<file path="src/rtl/intc_regs.svh">
// Purpose: Register map, field positions and reset values of the priority controller
// Assumes: Included by bare name from the priority controller files
// Notes:   Definitions only
`ifndef INTC_REGS_SVH
`define INTC_REGS_SVH

// ==========================================================================
// Register offsets
`define ADDR_SERIAL_PRIO   8'h00
`define ADDR_CAN_DMA_PRIO  8'h02
`define ADDR_PEND_STATUS   8'h04
`define ADDR_INT_CTRL_ONE  8'h06
`define ADDR_FLAGS         8'h08
`define ADDR_FLAG_CLEAR    8'h0A
`define ADDR_ENABLES       8'h0C
`define ADDR_STATUS_LOW    8'h0E
`define ADDR_TIMED_DIS     8'h10

// ==========================================================================
// Reset values and implemented-bit masks
`define RST_SERIAL_PRIO    16'h0440
`define MASK_SERIAL_PRIO   16'h0770
`define RST_CAN_DMA_PRIO   16'h4444
`define MASK_CAN_DMA_PRIO  16'h7777
`define RST_ZERO16         16'h0000
`define MASK_INT_CTRL_ONE  16'h800F

// ==========================================================================
// Field positions
`define SER1_PRIO_LO       4
`define SER2_PRIO_LO       8
`define DMA6_PRIO_LO       0
`define DMA7_PRIO_LO       4
`define CAN1_PRIO_LO       8
`define CAN2_PRIO_LO       12
`define NEST_DIS_BIT       15
`define SRL_LVL_LO         1
`define STATUS_LVL_LO      8

// ==========================================================================
// Sizes and levels
`define NUM_TRAPS          4
`define NUM_USERS          6
`define NUM_SRC            10
`define STACK_DEPTH        8
`define USER_TOP_LEVEL     4'h7
`define TRAP_LEVELS        16'hECA8
`define DIS_CNT_W          14
`define STACK_AW           4

`endif

</file>
<file path="src/rtl/intc_pkg.sv">
// Purpose: Types shared by the priority controller
// Assumes: Nothing beyond the register header
// Notes:   Status word layout carried as a packed struct
package intc_pkg;

  typedef logic [2:0] prio_t;
  typedef logic [3:0] level_t;
  typedef logic [6:0] vec_t;

  // ==========================================================================
  // Pending vector status word
  typedef struct packed {
    logic [3:0] zero_hi;
    level_t     new_cpu_level;
    logic       zero_mid;
    vec_t       pending_vector_index;
  } pend_status_t;

  // ==========================================================================
  // Register port request
  typedef struct packed {
    logic [7:0]  addr;
    logic [15:0] wdata;
    logic        wr;
    logic        rd;
  } reg_req_t;

endpackage

</file>
<file path="src/rtl/priority_interrupt_controller.sv">
// Purpose: Priority arbitration, level tracking and status of a vectored interrupt controller
// Assumes: Source and trap events are one-cycle pulses on clk; CPU ack/return are pulses
// Notes:   Vector codes: traps 0-3, then serial1, serial2, dma6, dma7, can1, can2
`timescale 1ns/10ps
`include "intc_regs.svh"

// Overview of operation
// RULE1: Each source has a three-bit priority; seven highest, one lowest.
// RULE2: Priority zero disables the source; it never requests.
// RULE3: Reset sets every user source priority to level four.
// RULE4: Status bits 11..8 give the new CPU level, 0 to 15.
// RULE5: Status bits 6..0 give the pending vector number minus eight.
// RULE6: Nesting-disable bit 15 of control register one blocks nested interrupts. Here it blocks only levels up to seven, so traps still nest.
// RULE7: Pending flags stay set until software clears them; uncleared flags re-request.
// RULE8: Only sources whose enable bit is set may request service.
// RULE9: Return from interrupt restores the previous CPU level from the stack.
// RULE10: Each trap has a sticky flag in control register one; software clears it.
// RULE11: CPU level seven, via status low byte OR 0x0E, masks all user interrupts.
// RULE12: Traps at levels 8 to 15 are never masked by user CPU level.
// RULE13: Timed disable masks levels one to six; level seven stays open.
// RULE14: Software may give all enabled sources one equal non-zero priority.
// RULE15: Unimplemented bits of priority and status registers read as zero.
// RULE16: Serial priority register: serial2 at bits 10..8, serial1 at 6..4.
// RULE17: CAN/DMA register: can2 14..12, can1 10..8, dma7 6..4, dma6 2..0.
// RULE18: Highest priority above CPU level wins; ties go to the lowest vector.
// RULE19: Priority fields are software read/write; new values used next arbitration.
module priority_interrupt_controller
  import intc_pkg::*;
(
  input  wire logic                  clk,
  input  wire logic                  srst,
  input  wire logic [7:0]            reg_addr,
  input  wire logic [15:0]           reg_wdata,
  input  wire logic                  reg_wr,
  input  wire logic                  reg_rd,
  output logic      [15:0]           reg_rdata,
  input  wire logic [`NUM_USERS-1:0] src_event,
  input  wire logic [`NUM_TRAPS-1:0] trap_event,
  input  wire logic                  cpu_ack,
  input  wire logic                  cpu_return,
  output logic                       irq_req,
  output vec_t                       irq_vector,
  output level_t                     irq_level,
  output level_t                     cpu_level,
  output logic                       intr
);

  // ==========================================================================
  // Registers
  reg_req_t                 req;
  logic [15:0]              serial_prio_ff;
  logic [15:0]              can_prio_ff;
  logic [15:0]              ctrl_one_ff;
  logic [`NUM_USERS-1:0]    flag_ff;
  logic [`NUM_USERS-1:0]    en_ff;
  level_t                   cpu_level_ff;
  level_t                   stack_ff [`STACK_DEPTH];
  logic [`STACK_AW-1:0]     depth_ff;
  logic [`DIS_CNT_W-1:0]    dis_cnt_ff;
  logic                     irq_req_ff;
  vec_t                     irq_vector_ff;
  level_t                   irq_level_ff;
  logic [15:0]              reg_rdata_ff;
  logic                     intr_ff;
  pend_status_t             pend_status;

  assign req = '{addr: reg_addr, wdata: reg_wdata, wr: reg_wr, rd: reg_rd};

  // ==========================================================================
  // Priority registers
  always_ff @(posedge clk) begin
    if (srst) begin
      serial_prio_ff <= `RST_SERIAL_PRIO; // RULE3
      can_prio_ff    <= `RST_CAN_DMA_PRIO; // RULE3
    end else if (req.wr && req.addr == `ADDR_SERIAL_PRIO) begin
      serial_prio_ff <= req.wdata & `MASK_SERIAL_PRIO; // RULE19 RULE15
    end else if (req.wr && req.addr == `ADDR_CAN_DMA_PRIO) begin
      can_prio_ff <= req.wdata & `MASK_CAN_DMA_PRIO; // RULE19 RULE15
    end
  end

  // ==========================================================================
  // Per-source priorities and candidates
  prio_t                 user_prio [`NUM_USERS];
  level_t                cand_level [`NUM_SRC];
  logic [`NUM_SRC-1:0]   cand_ok;
  level_t                thr;
  logic                  nest_block;
  logic                  timed_mask;

  assign user_prio[0] = serial_prio_ff[`SER1_PRIO_LO +: 3]; // RULE16
  assign user_prio[1] = serial_prio_ff[`SER2_PRIO_LO +: 3]; // RULE16
  assign user_prio[2] = can_prio_ff[`DMA6_PRIO_LO +: 3]; // RULE17
  assign user_prio[3] = can_prio_ff[`DMA7_PRIO_LO +: 3]; // RULE17
  assign user_prio[4] = can_prio_ff[`CAN1_PRIO_LO +: 3]; // RULE17
  assign user_prio[5] = can_prio_ff[`CAN2_PRIO_LO +: 3]; // RULE17

  // Nesting disable lifts the threshold to seven while any handler runs
  assign nest_block = ctrl_one_ff[`NEST_DIS_BIT] && (depth_ff != '0); // RULE6
  assign timed_mask = (dis_cnt_ff != '0);
  assign thr = (nest_block && cpu_level_ff < `USER_TOP_LEVEL) ? `USER_TOP_LEVEL
                                                              : cpu_level_ff;

  genvar gi;
  generate
    for (gi = 0; gi < `NUM_SRC; gi++) begin : g_cand
      if (gi < `NUM_TRAPS) begin : g_trap
        // Trap levels sit above every user level, so user masking never hides them
        assign cand_level[gi] = level_t'(`TRAP_LEVELS >> (4 * gi)); // RULE12
        assign cand_ok[gi]    = ctrl_one_ff[gi] && (cand_level[gi] > thr); // RULE10 RULE12
      end else begin : g_user
        assign cand_level[gi] = {1'b0, user_prio[gi - `NUM_TRAPS]}; // RULE1
        assign cand_ok[gi]    = flag_ff[gi - `NUM_TRAPS] && en_ff[gi - `NUM_TRAPS] // RULE7 RULE8
                                && (user_prio[gi - `NUM_TRAPS] != 3'h0) // RULE2
                                && (cand_level[gi] > thr) // RULE11
                                && !(timed_mask && cand_level[gi] < `USER_TOP_LEVEL); // RULE13
      end
    end
  endgenerate

  // ==========================================================================
  // Arbitration: strict greater keeps the lowest vector on a tie
  logic   win_valid;
  vec_t   win_vec;
  level_t win_level;

  always_comb begin
    win_valid = 1'b0;
    win_vec   = '0;
    win_level = '0;
    for (int i = 0; i < `NUM_SRC; i++) begin
      if (cand_ok[i] && (!win_valid || cand_level[i] > win_level)) begin // RULE18
        win_valid = 1'b1;
        win_vec   = vec_t'(i);
        win_level = cand_level[i];
      end
    end
  end

  always_ff @(posedge clk) begin
    if (srst) begin
      irq_req_ff    <= 1'b0;
      irq_vector_ff <= '0;
      irq_level_ff  <= '0;
    end else begin
      irq_req_ff    <= win_valid; // RULE18
      irq_vector_ff <= win_vec; // RULE5
      irq_level_ff  <= win_level; // RULE4
    end
  end

  // ==========================================================================
  // Control register one: nesting disable and sticky trap flags
  always_ff @(posedge clk) begin
    if (srst) begin
      ctrl_one_ff <= `RST_ZERO16;
    end else begin
      if (req.wr && req.addr == `ADDR_INT_CTRL_ONE) begin
        ctrl_one_ff <= (req.wdata & `MASK_INT_CTRL_ONE)
                       | {12'h000, trap_event}; // RULE6 RULE10
      end else begin
        ctrl_one_ff[`NUM_TRAPS-1:0] <= ctrl_one_ff[`NUM_TRAPS-1:0] | trap_event; // RULE10
      end
    end
  end

  // ==========================================================================
  // Source flags and enables; a new event beats a clear in the same cycle
  always_ff @(posedge clk) begin
    if (srst) begin
      flag_ff <= '0;
    end else if (req.wr && req.addr == `ADDR_FLAG_CLEAR) begin
      flag_ff <= (flag_ff & ~req.wdata[`NUM_USERS-1:0]) | src_event; // RULE7
    end else begin
      flag_ff <= flag_ff | src_event; // RULE7
    end
  end

  always_ff @(posedge clk) begin
    if (srst) begin
      en_ff <= '0;
    end else if (req.wr && req.addr == `ADDR_ENABLES) begin
      en_ff <= req.wdata[`NUM_USERS-1:0]; // RULE8
    end
  end

  always_ff @(posedge clk) begin
    if (srst) begin
      intr_ff <= 1'b0;
    end else begin
      intr_ff <= |(flag_ff & en_ff);
    end
  end

  // ==========================================================================
  // CPU level and saved-level stack
  always_ff @(posedge clk) begin
    if (srst) begin
      cpu_level_ff <= '0;
      depth_ff     <= '0;
    end else if (cpu_ack && irq_req_ff) begin
      cpu_level_ff <= irq_level_ff;
      // A full stack still raises the level but keeps no more history
      if (depth_ff != `STACK_AW'(`STACK_DEPTH)) begin
        depth_ff <= depth_ff + `STACK_AW'(1);
      end
    end else if (cpu_return && depth_ff != '0) begin
      cpu_level_ff <= stack_ff[depth_ff[2:0] - 3'h1]; // RULE9
      depth_ff     <= depth_ff - `STACK_AW'(1); // RULE9
    end else if (req.wr && req.addr == `ADDR_STATUS_LOW) begin
      cpu_level_ff <= {1'b0, req.wdata[`SRL_LVL_LO +: 3]}; // RULE11
    end
  end

  always_ff @(posedge clk) begin
    if (srst) begin
      for (int i = 0; i < `STACK_DEPTH; i++) begin
        stack_ff[i] <= '0;
      end
    end else if (cpu_ack && irq_req_ff && depth_ff != `STACK_AW'(`STACK_DEPTH)) begin
      stack_ff[depth_ff[2:0]] <= cpu_level_ff; // RULE9
    end
  end

  // ==========================================================================
  // Timed disable counter
  always_ff @(posedge clk) begin
    if (srst) begin
      dis_cnt_ff <= '0;
    end else if (req.wr && req.addr == `ADDR_TIMED_DIS) begin
      dis_cnt_ff <= req.wdata[`DIS_CNT_W-1:0]; // RULE13
    end else if (dis_cnt_ff != '0) begin
      dis_cnt_ff <= dis_cnt_ff - `DIS_CNT_W'(1); // RULE13
    end
  end

  // ==========================================================================
  // Read path; unmapped and write-only offsets read zero
  assign pend_status = '{zero_hi: 4'h0, new_cpu_level: irq_level_ff, zero_mid: 1'b0,
                         pending_vector_index: irq_vector_ff}; // RULE4 RULE5 RULE15

  always_ff @(posedge clk) begin
    if (srst) begin
      reg_rdata_ff <= `RST_ZERO16;
    end else if (req.rd) begin
      if (req.addr == `ADDR_SERIAL_PRIO) begin
        reg_rdata_ff <= serial_prio_ff;
      end else if (req.addr == `ADDR_CAN_DMA_PRIO) begin
        reg_rdata_ff <= can_prio_ff;
      end else if (req.addr == `ADDR_PEND_STATUS) begin
        reg_rdata_ff <= pend_status;
      end else if (req.addr == `ADDR_INT_CTRL_ONE) begin
        reg_rdata_ff <= ctrl_one_ff;
      end else if (req.addr == `ADDR_FLAGS) begin
        reg_rdata_ff <= {10'h000, flag_ff};
      end else if (req.addr == `ADDR_ENABLES) begin
        reg_rdata_ff <= {10'h000, en_ff};
      end else if (req.addr == `ADDR_STATUS_LOW) begin
        reg_rdata_ff <= {12'h000, cpu_level_ff[2:0], 1'b0};
      end else if (req.addr == `ADDR_TIMED_DIS) begin
        reg_rdata_ff <= {2'h0, dis_cnt_ff};
      end else begin
        reg_rdata_ff <= `RST_ZERO16;
      end
    end else begin
      reg_rdata_ff <= `RST_ZERO16;
    end
  end

  assign reg_rdata  = reg_rdata_ff;
  assign irq_req    = irq_req_ff;
  assign irq_vector = irq_vector_ff;
  assign irq_level  = irq_level_ff;
  assign cpu_level  = cpu_level_ff;
  assign intr       = intr_ff;
endmodule

</file>
<file path="config.mk">
export PLATFORM = sky130hd
export DESIGN_NAME = priority_interrupt_controller
export DESIGN_NICKNAME = d
export VERILOG_FILES = /design/src/rtl/intc_pkg.sv /design/src/rtl/priority_interrupt_controller.sv
export VERILOG_INCLUDE_DIRS = /design/src /design/src/rtl
export SDC_FILE = /design/constraint.sdc
export NUM_CORES = 1
export LEC_CHECK = 0
export BUFFER_PORTS_ARGS = -buffer_cell sky130_fd_sc_hd__buf_4
export CORE_UTILIZATION = 45
export DETAILED_ROUTE_END_ITERATION = 7
export MAX_ROUTING_LAYER = met4
export PLACE_DENSITY = 0.71
export REMOVE_ABC_BUFFERS = 1
export SLEW_MARGIN = 20
export SYNTH_ARGS = -nofsm -noshare
export SYNTH_HDL_FRONTEND = slang
export SYNTH_SLANG_ARGS = --single-unit
</file>
<file path="constraint.sdc">
create_clock -name clk -period 23.1 [get_ports clk]
set_clock_uncertainty 0.15 [all_clocks]
set_input_delay 1.155 -clock clk [delete_from_list [all_inputs] [get_ports clk]]
set_output_delay 1.155 -clock clk [all_outputs]
set_load 0.005 [all_outputs]
</file>
Yosys cells after proc, flatten, opt, wreduce, memory -nomap -nowiden. Memories as Yosys holds them, arrays and structs flattened. Index checks and enable logic that the tools add are counted. W data, S select, Z words.

Add/subtract/negate cells: 4. Order comparisons: 26. Equality and inequality tests: 10. Mux-type cells: 56. Bitwise gates (word level): 9. Reductions and logical operators: 102.

Operators by type and width (number): $mux W4 (26); $mux W14 (6); $logic_and A1 B1 Y1 (55); $gt A3 B4 Y1 (12); $eq A8 B4 Y1 const B (4); $mux W15 (2); $gt A4 B4 Y1 const A (7); $reduce_bool A3 Y1 (7); $lt A3 B3 Y1 const B (6); $mux W1 (17); $eq A8 B3 Y1 const B (2); $mux W16 (1); $or A16 B4 Y16 (1); $logic_not A1 Y1 (15); $reduce_bool A14 Y1 (1); $sub A14 B1 Y14 const B (1); $and A6 B6 Y6 (2); $or A6 B6 Y6 (2); $mux W11 (1); $logic_or A1 B1 Y1 (9); $reduce_or A9 Y1 (1); $eq A8 B2 Y1 const B (1); $eq A8 B5 Y1 const B (1); $logic_not A8 Y1 (1); 19 further kinds (26).

Flip-flop bits (word level): 97. Memory bits (writable): 32. Bits of input ports: 40. Output and inout port bits: 33. Word-level logic and storage cells: 228. Memories kept: 1.

Memory list: stack_ff (depth 8, width 4, rd ports 1, clocked after Yosys merged registers in 0, write ports 8, line priority_interrupt_controller.sv:57) `` level_t stack_ff [`STACK_DEPTH]; ``.

Depth between registers and ports, before layout.
Depth in word-level cells: 43. Gate-level depth with buffers: 50. Mapped depth without buffers: 49.

Worst setup path before layout. OpenSTA, ideal clock, no wires.

Kind: register to register. Start: register depth_ff[0]. End: register irq_level_ff[0] (netlist: irq_level[0]). Library setup time: 0.128 ns. Data arrival time: 9.432 ns. Data required time: 22.822 ns. Slack: 13.390 ns. Cell stages (with the launch flop): 48. Path buffers: 1. Clock period less this slack: 9.710 ns. Path through: dfxtp_1 -> buf_1 -> inv_1 -> ha_1 -> nand2b_1 -> nor2_1 -> nor3b_1 -> nor2_1 -> ha_1 -> and3_1 -> nor4_1 -> o221ai_2 -> o31a_1 -> ha_1 -> o21ai_0 -> nand2b_1 -> a21oi_2 -> or3_4 -> (+12 left out) -> o2111ai_1 -> o41a_1 -> o211a_1 -> or2_2 -> ha_1 -> nor2b_1 -> o21a_1 -> o21ai_0 -> o41a_1 -> nor2_1 -> o31a_1 -> ha_1 -> a21o_1 -> a21oi_1 -> a31oi_1 -> o2111ai_2 -> mux2i_1 -> nor2_1.

Word-level cells in the longest chain between the ends: 43. Elaborated cells between the ends (all ways): 85. Classes of those cells: 19 x order compare; 20 x mux; 46 x reduce/logical.

RTL lines: start: declaration (line priority_interrupt_controller.sv:58) `` logic [`STACK_AW-1:0] depth_ff; ``; start signal: assignment (line priority_interrupt_controller.sv:205) `` depth_ff <= depth_ff + `STACK_AW'(1); ``; start signal: assignment (line priority_interrupt_controller.sv:209) `` depth_ff <= depth_ff - `STACK_AW'(1); ``; $reduce_bool A4 Y1 (*) (line priority_interrupt_controller.sv:99) `` assign nest_block = ctrl_one_ff[`NEST_DIS_BIT] && (depth_ff != '0); ``; $logic_and A1 B1 Y1 (*) (line priority_interrupt_controller.sv:99); $logic_and A1 B1 Y1 (no line) (*); $mux W4 (*) (line priority_interrupt_controller.sv:101) `` assign thr = (nest_block && cpu_level_ff < `USER_TOP_LEVEL) ? `USER_TOP_LEVEL ``; $gt A4 B4 Y1 (line priority_interrupt_controller.sv:110) `assign cand_ok[gi] = ctrl_one_ff[gi] && (cand_level[gi] > thr);`; $logic_and A1 B1 Y1 (line priority_interrupt_controller.sv:110); $mux W4 or $mux W1 (tied branches) (line priority_interrupt_controller.sv:132) `if (cand_ok[i] && (!win_valid || cand_level[i] > win_level)) begin`; $gt A4 B4 Y1 or $logic_not A1 Y1 (tied branches) (line priority_interrupt_controller.sv:132); (+27 left out); $gt A3 B4 Y1 or $logic_not A1 Y1 (tied branches) (line priority_interrupt_controller.sv:132); $logic_or A1 B1 Y1 (line priority_interrupt_controller.sv:132); $logic_and A1 B1 Y1 (line priority_interrupt_controller.sv:132); $mux W4 or $mux W1 (tied branches) (line priority_interrupt_controller.sv:132); $gt A3 B4 Y1 or $logic_not A1 Y1 (tied branches) (line priority_interrupt_controller.sv:132); $logic_or A1 B1 Y1 (line priority_interrupt_controller.sv:132); $logic_and A1 B1 Y1 (line priority_interrupt_controller.sv:132); $mux W3 (*) (line priority_interrupt_controller.sv:132); end signal: assignment (line priority_interrupt_controller.sv:148) `irq_level_ff <= win_level;`; end: declaration (line priority_interrupt_controller.sv:62) `level_t irq_level_ff;`.

Every way passes the cells marked *; elsewhere a longest branch is shown, timed or not. A chain may end at the register's enable or synchronous reset.

Worst setup path after layout.
Start: register depth_ff[0]. End: register irq_vector_ff[1] (netlist: irq_vector[1]).

Word-level cells in the longest chain between the ends: 43. Elaborated cells between the ends (all ways): 91. Classes of those cells: 19 x order compare; 25 x mux; 47 x reduce/logical.

RTL lines: $reduce_bool A4 Y1 (*) (line priority_interrupt_controller.sv:99); $logic_and A1 B1 Y1 (*) (line priority_interrupt_controller.sv:99); $logic_and A1 B1 Y1 (no line) (*); $mux W4 (*) (line priority_interrupt_controller.sv:101); $gt A4 B4 Y1 (line priority_interrupt_controller.sv:110); $logic_and A1 B1 Y1 (line priority_interrupt_controller.sv:110); $mux W4 or $mux W1 (tied branches) (line priority_interrupt_controller.sv:132); $gt A4 B4 Y1 or $logic_not A1 Y1 (tied branches) (line priority_interrupt_controller.sv:132); (+27 left out); $gt A3 B4 Y1 or $logic_not A1 Y1 (tied branches) (line priority_interrupt_controller.sv:132); $logic_or A1 B1 Y1 (line priority_interrupt_controller.sv:132); $logic_and A1 B1 Y1 (line priority_interrupt_controller.sv:132); $mux W4 or $mux W1 (tied branches) (line priority_interrupt_controller.sv:132); $gt A3 B4 Y1 or $logic_not A1 Y1 (tied branches) (line priority_interrupt_controller.sv:132); $logic_or A1 B1 Y1 (line priority_interrupt_controller.sv:132); $logic_and A1 B1 Y1 (line priority_interrupt_controller.sv:132); $reduce_or A3 Y1 (no line); end signal: assignment (line priority_interrupt_controller.sv:147) `irq_vector_ff <= win_vec;`; end: declaration (line priority_interrupt_controller.sv:61) `vec_t irq_vector_ff;`.

Marks and branches as above.

==> impl_metrics.py <==
metrics = {
    "setup_path": {
        "cp_data_arrival_time_ps": 10970,
        "start_kind": "flop",
        "slowest_delay_ps": 760,
        "cp.required_ps": 23300,
        "slowest_stage": "dfxtp_1",
        "crit_fanout": 13,
        "crit_type": "flop to flop",
        "cpMostUsedCell": "ha_1",
        "end_kind": "flop",
    },
    "finish": {
        "drive_above_1_share_pct": 18.3,
        "fillCellCount": 1375,
        "final_core_util_pct": 54.3,
        "seqCellArea_mm2": 0.00262,
        "finalNetCount": 869,
        "multi_input_area_mm2": 0.00382,
        "area_growth_pct": 17.9,
    },
    "pwr": {
        "power.switching_mw": 0.244,
        "max-vdd-ir-drop_v": 0.0000699,
        "p_comb_share_pct": 30.4,
        "leakagePower_nw": 3.14,
        "p_sw_share_pct": 33.1,
        "clkPwrFrac_pct": 34.5,
        "power_density_mw_per_mm2": 93.6,
        "power_frac_seq_pct": 35.1,
        "p_int_mw": 0.494,
    },
    "global_routing": {
        "gr-usage-met1_pct": 31.8,
        "antenna_found_initial": 1,
        "gr-usage-all-layers_pct": 25.7,
        "met3_usage_pct": 6.82,
        "grt_start_max_net_pins": 51,
        "grt_use_met2_pct": 40.2,
        "grt_pass1_wl_mm": 28.1,
        "top_usage_layer": "met2",
        "grt_pass1_vias": 5145,
        "grt.overflow.total": 0,
    },
    "floorplanning": {
        "rows": 44,
        "dieArea_mm2": 0.0154,
        "initial_core_util_pct": 46.1,
        "fp.coreArea_mm2": 0.0145,
        "boundaryPins": 73,
        "die_w_um": 124,
        "fp.dieH_um": 124,
    },
    "placed_design": {
        "port_buffers": 69,
        "dp_hpwl_mm": 13.4,
        "place.gp.congestion": 0.895,
    },
    "logic_synthesis": {
        "synth-main-ff-cell": "dfxtp_1",
        "synth_edf_count": 32,
        "synth_area_leaders": "dfxtp_1 (25%), edfxtp_1 (14%), ha_1 (6.9%)",
        "yosysWarnings": 0,
        "postSynthAreaPerCell_um2": 9.11,
        "synth.most_common_cell": "dfxtp_1",
        "netlist.area_leader.share_pct": 24.8,
        "ys_seq_area_share_pct": 39.2,
        "yosysUniqueCellTypes": 80,
        "synth.cell_area_mm2": 0.00670,
        "synthTopCellsByCount": "dfxtp_1 (83), nor2_1 (81), nand2_1 (73), a21oi_1 (58)",
        "synth_top_area_cell": "dfxtp_1",
        "synthCells": 735,
        "ys_seq_elements": 115,
        "async_flop_share_pct": 0,
    },
    "sta": {
        "setup-tns-final_ps": 0,
        "fmax_mhz": 92.8,
        "max_slew.worst_pin.slew_ps": 687,
        "rsz0062_at_grt": "no",
        "finalHoldViolCount": 0,
        "slew_violations": 0,
        "min_period_ps": 10770,
        "maxSlewHeadroom_pct": 54.1,
        "finalCritPeriodShare_pct": 46.6,
        "finalSetupViolCount": 0,
    },
    "routing": {
        "antenna_left": 0,
        "drc": 0,
        "dr.first_iter.drc_count": 551,
        "wl_mm": 18.4,
        "dr.pass1.iters": 6,
        "route.vias.total": 5642,
        "routed_via_density": 5.72,
        "wl_per_cell_um": 18.6,
    },
    "clock_network": {
        "cts_root_buf": "clkbuf_16",
        "cts_tree": "built",
        "clk_latency_ps": 420,
        "clockBufferDepth": 2,
        "cts.repair.resized": 0,
        "htreeDepth": 4,
        "clk_pin_slew_ps": 50,
        "cts_inserted_buffers": 17,
        "cts_sinks": 115,
        "ctsHoldBuffers": 0,
        "cts_setup_buffers": 0,
    },
    "job": {
        "maxCapViolations": 0,
    },
    "worst_hold_path": {
        "hold_class": "flop to flop",
    },
    "outcome": {
        "status": "finished, final reports clean",
    },
}
cell families after synthesis:
logic type                 after synthesis  synth area share, %
and+or+nand+nor                        293                 22.3
muxes                                   30                 6.11
DFF                                    115                 39.2
adders and majority gates               39                 7.36
other                                    1               0.0560
buffers and inverters                   64                 4.04
AOI/OAI and AO/OA                      177                 18.9
xor gates and xnor gates                16                 2.09
sequential cells by signal, indices dropped and copies added, names as in the netlist, 5 cells and up:
name	cells
can_prio_ff	12
ctrl_one_ff	5
serial_prio_ff	6
flag_ff	6
dis_cnt_ff	14
en_ff	6
reg_rdata	16
stack_ff	32
metrics by stage:
step / total power [mW] / area (um2) / hold slack (ps) / setup slack (ps) / instances
after floorplan: 0.421 / 6530 / 284 / 13530 / 698
after global placement: 0.481 / 7320 / 322 / 12780 / 956
after detailed placement: 0.483 / 7320 / 328 / 12490 / 956
after CTS: 0.738 / 7890 / 338 / 12430 / 986
after global routing: 0.779 / 7890 / 372 / 11430 / 987
final: 0.738 / 7890 / 348 / 12330 / 987
layout by cell type (no fill, tap or decap), types with 12 or more instances in the layout:
master	instances
dfxtp_1	83
nor2_1	81
buf_4	74
nand2_1	73
a21oi_1	58
and2_1	37
ha_1	37
edfxtp_1	32
inv_1	25
a22oi_1	22
o21ai_0	21
clkbuf_16	19
mux2i_1	18
nor2b_1	14
nand3_1	14
or2_2	14
nor3_1	12
power groups by stage:
stage | Clock (mW) | Combinational (mW) | Sequential (mW)
floorplan | 0 | 0.168 | 0.253
global placement | 0 | 0.219 | 0.262
detailed placement | 0 | 0.221 | 0.263
CTS | 0.256 | 0.223 | 0.259
global route | 0.266 | 0.251 | 0.262
finish | 0.254 | 0.225 | 0.259
final cells by class:
| cell class | instances | share of cell area [%] |
|---|---|---|
| Inverter | 25 | 1.19 |
| Tap cell | 184 | 2.92 |
| Clock buffer | 26 | 6.61 |
| Timing Repair Buffer | 74 | 7.04 |
| Sequential cell | 115 | 33.2 |
| Antenna cell | 1 | 0.0317 |
| Multi-Input combinational cell | 558 | 48.4 |
| Clock inverter | 4 | 0.571 |
worst max-delay path, delay by kind of cell (launching register included):
kind	cells	cell delay, ps
compound gates	22	4320
fa+ha+maj	7	1980
buf+inv	1	140
flops	1	760
mux	1	370
simple gates	16	2970
path summary, 6_finish.rpt:
check                                   start                          end  slack, ps  cells after the start
hold / removal    can_prio_ff[4]$_SDFFE_PP0P_  can_prio_ff[4]$_SDFFE_PP0P_        350                      2
hold reg to reg   can_prio_ff[4]$_SDFFE_PP0P_  can_prio_ff[4]$_SDFFE_PP0P_        350                      2
setup / recovery     depth_ff[0]$_SDFFE_PP0P_     irq_vector[1]$_SDFF_PP0_      12330                     47
setup reg to reg     depth_ff[0]$_SDFFE_PP0P_     irq_vector[1]$_SDFF_PP0_      12330                     47
metal layers:
metal | up-vias | share of wire, % | wire length (um)
met4 | 0 | 2.6 | 486
met1 | 2646 | 42 | 7780
met2 | 212 | 48 | 8790
met5 | - | 0 | 0
li1 | 2754 | - | -
met3 | 30 | 7.4 | 1350
Note: power is estimated with default switching activity, not from simulation.
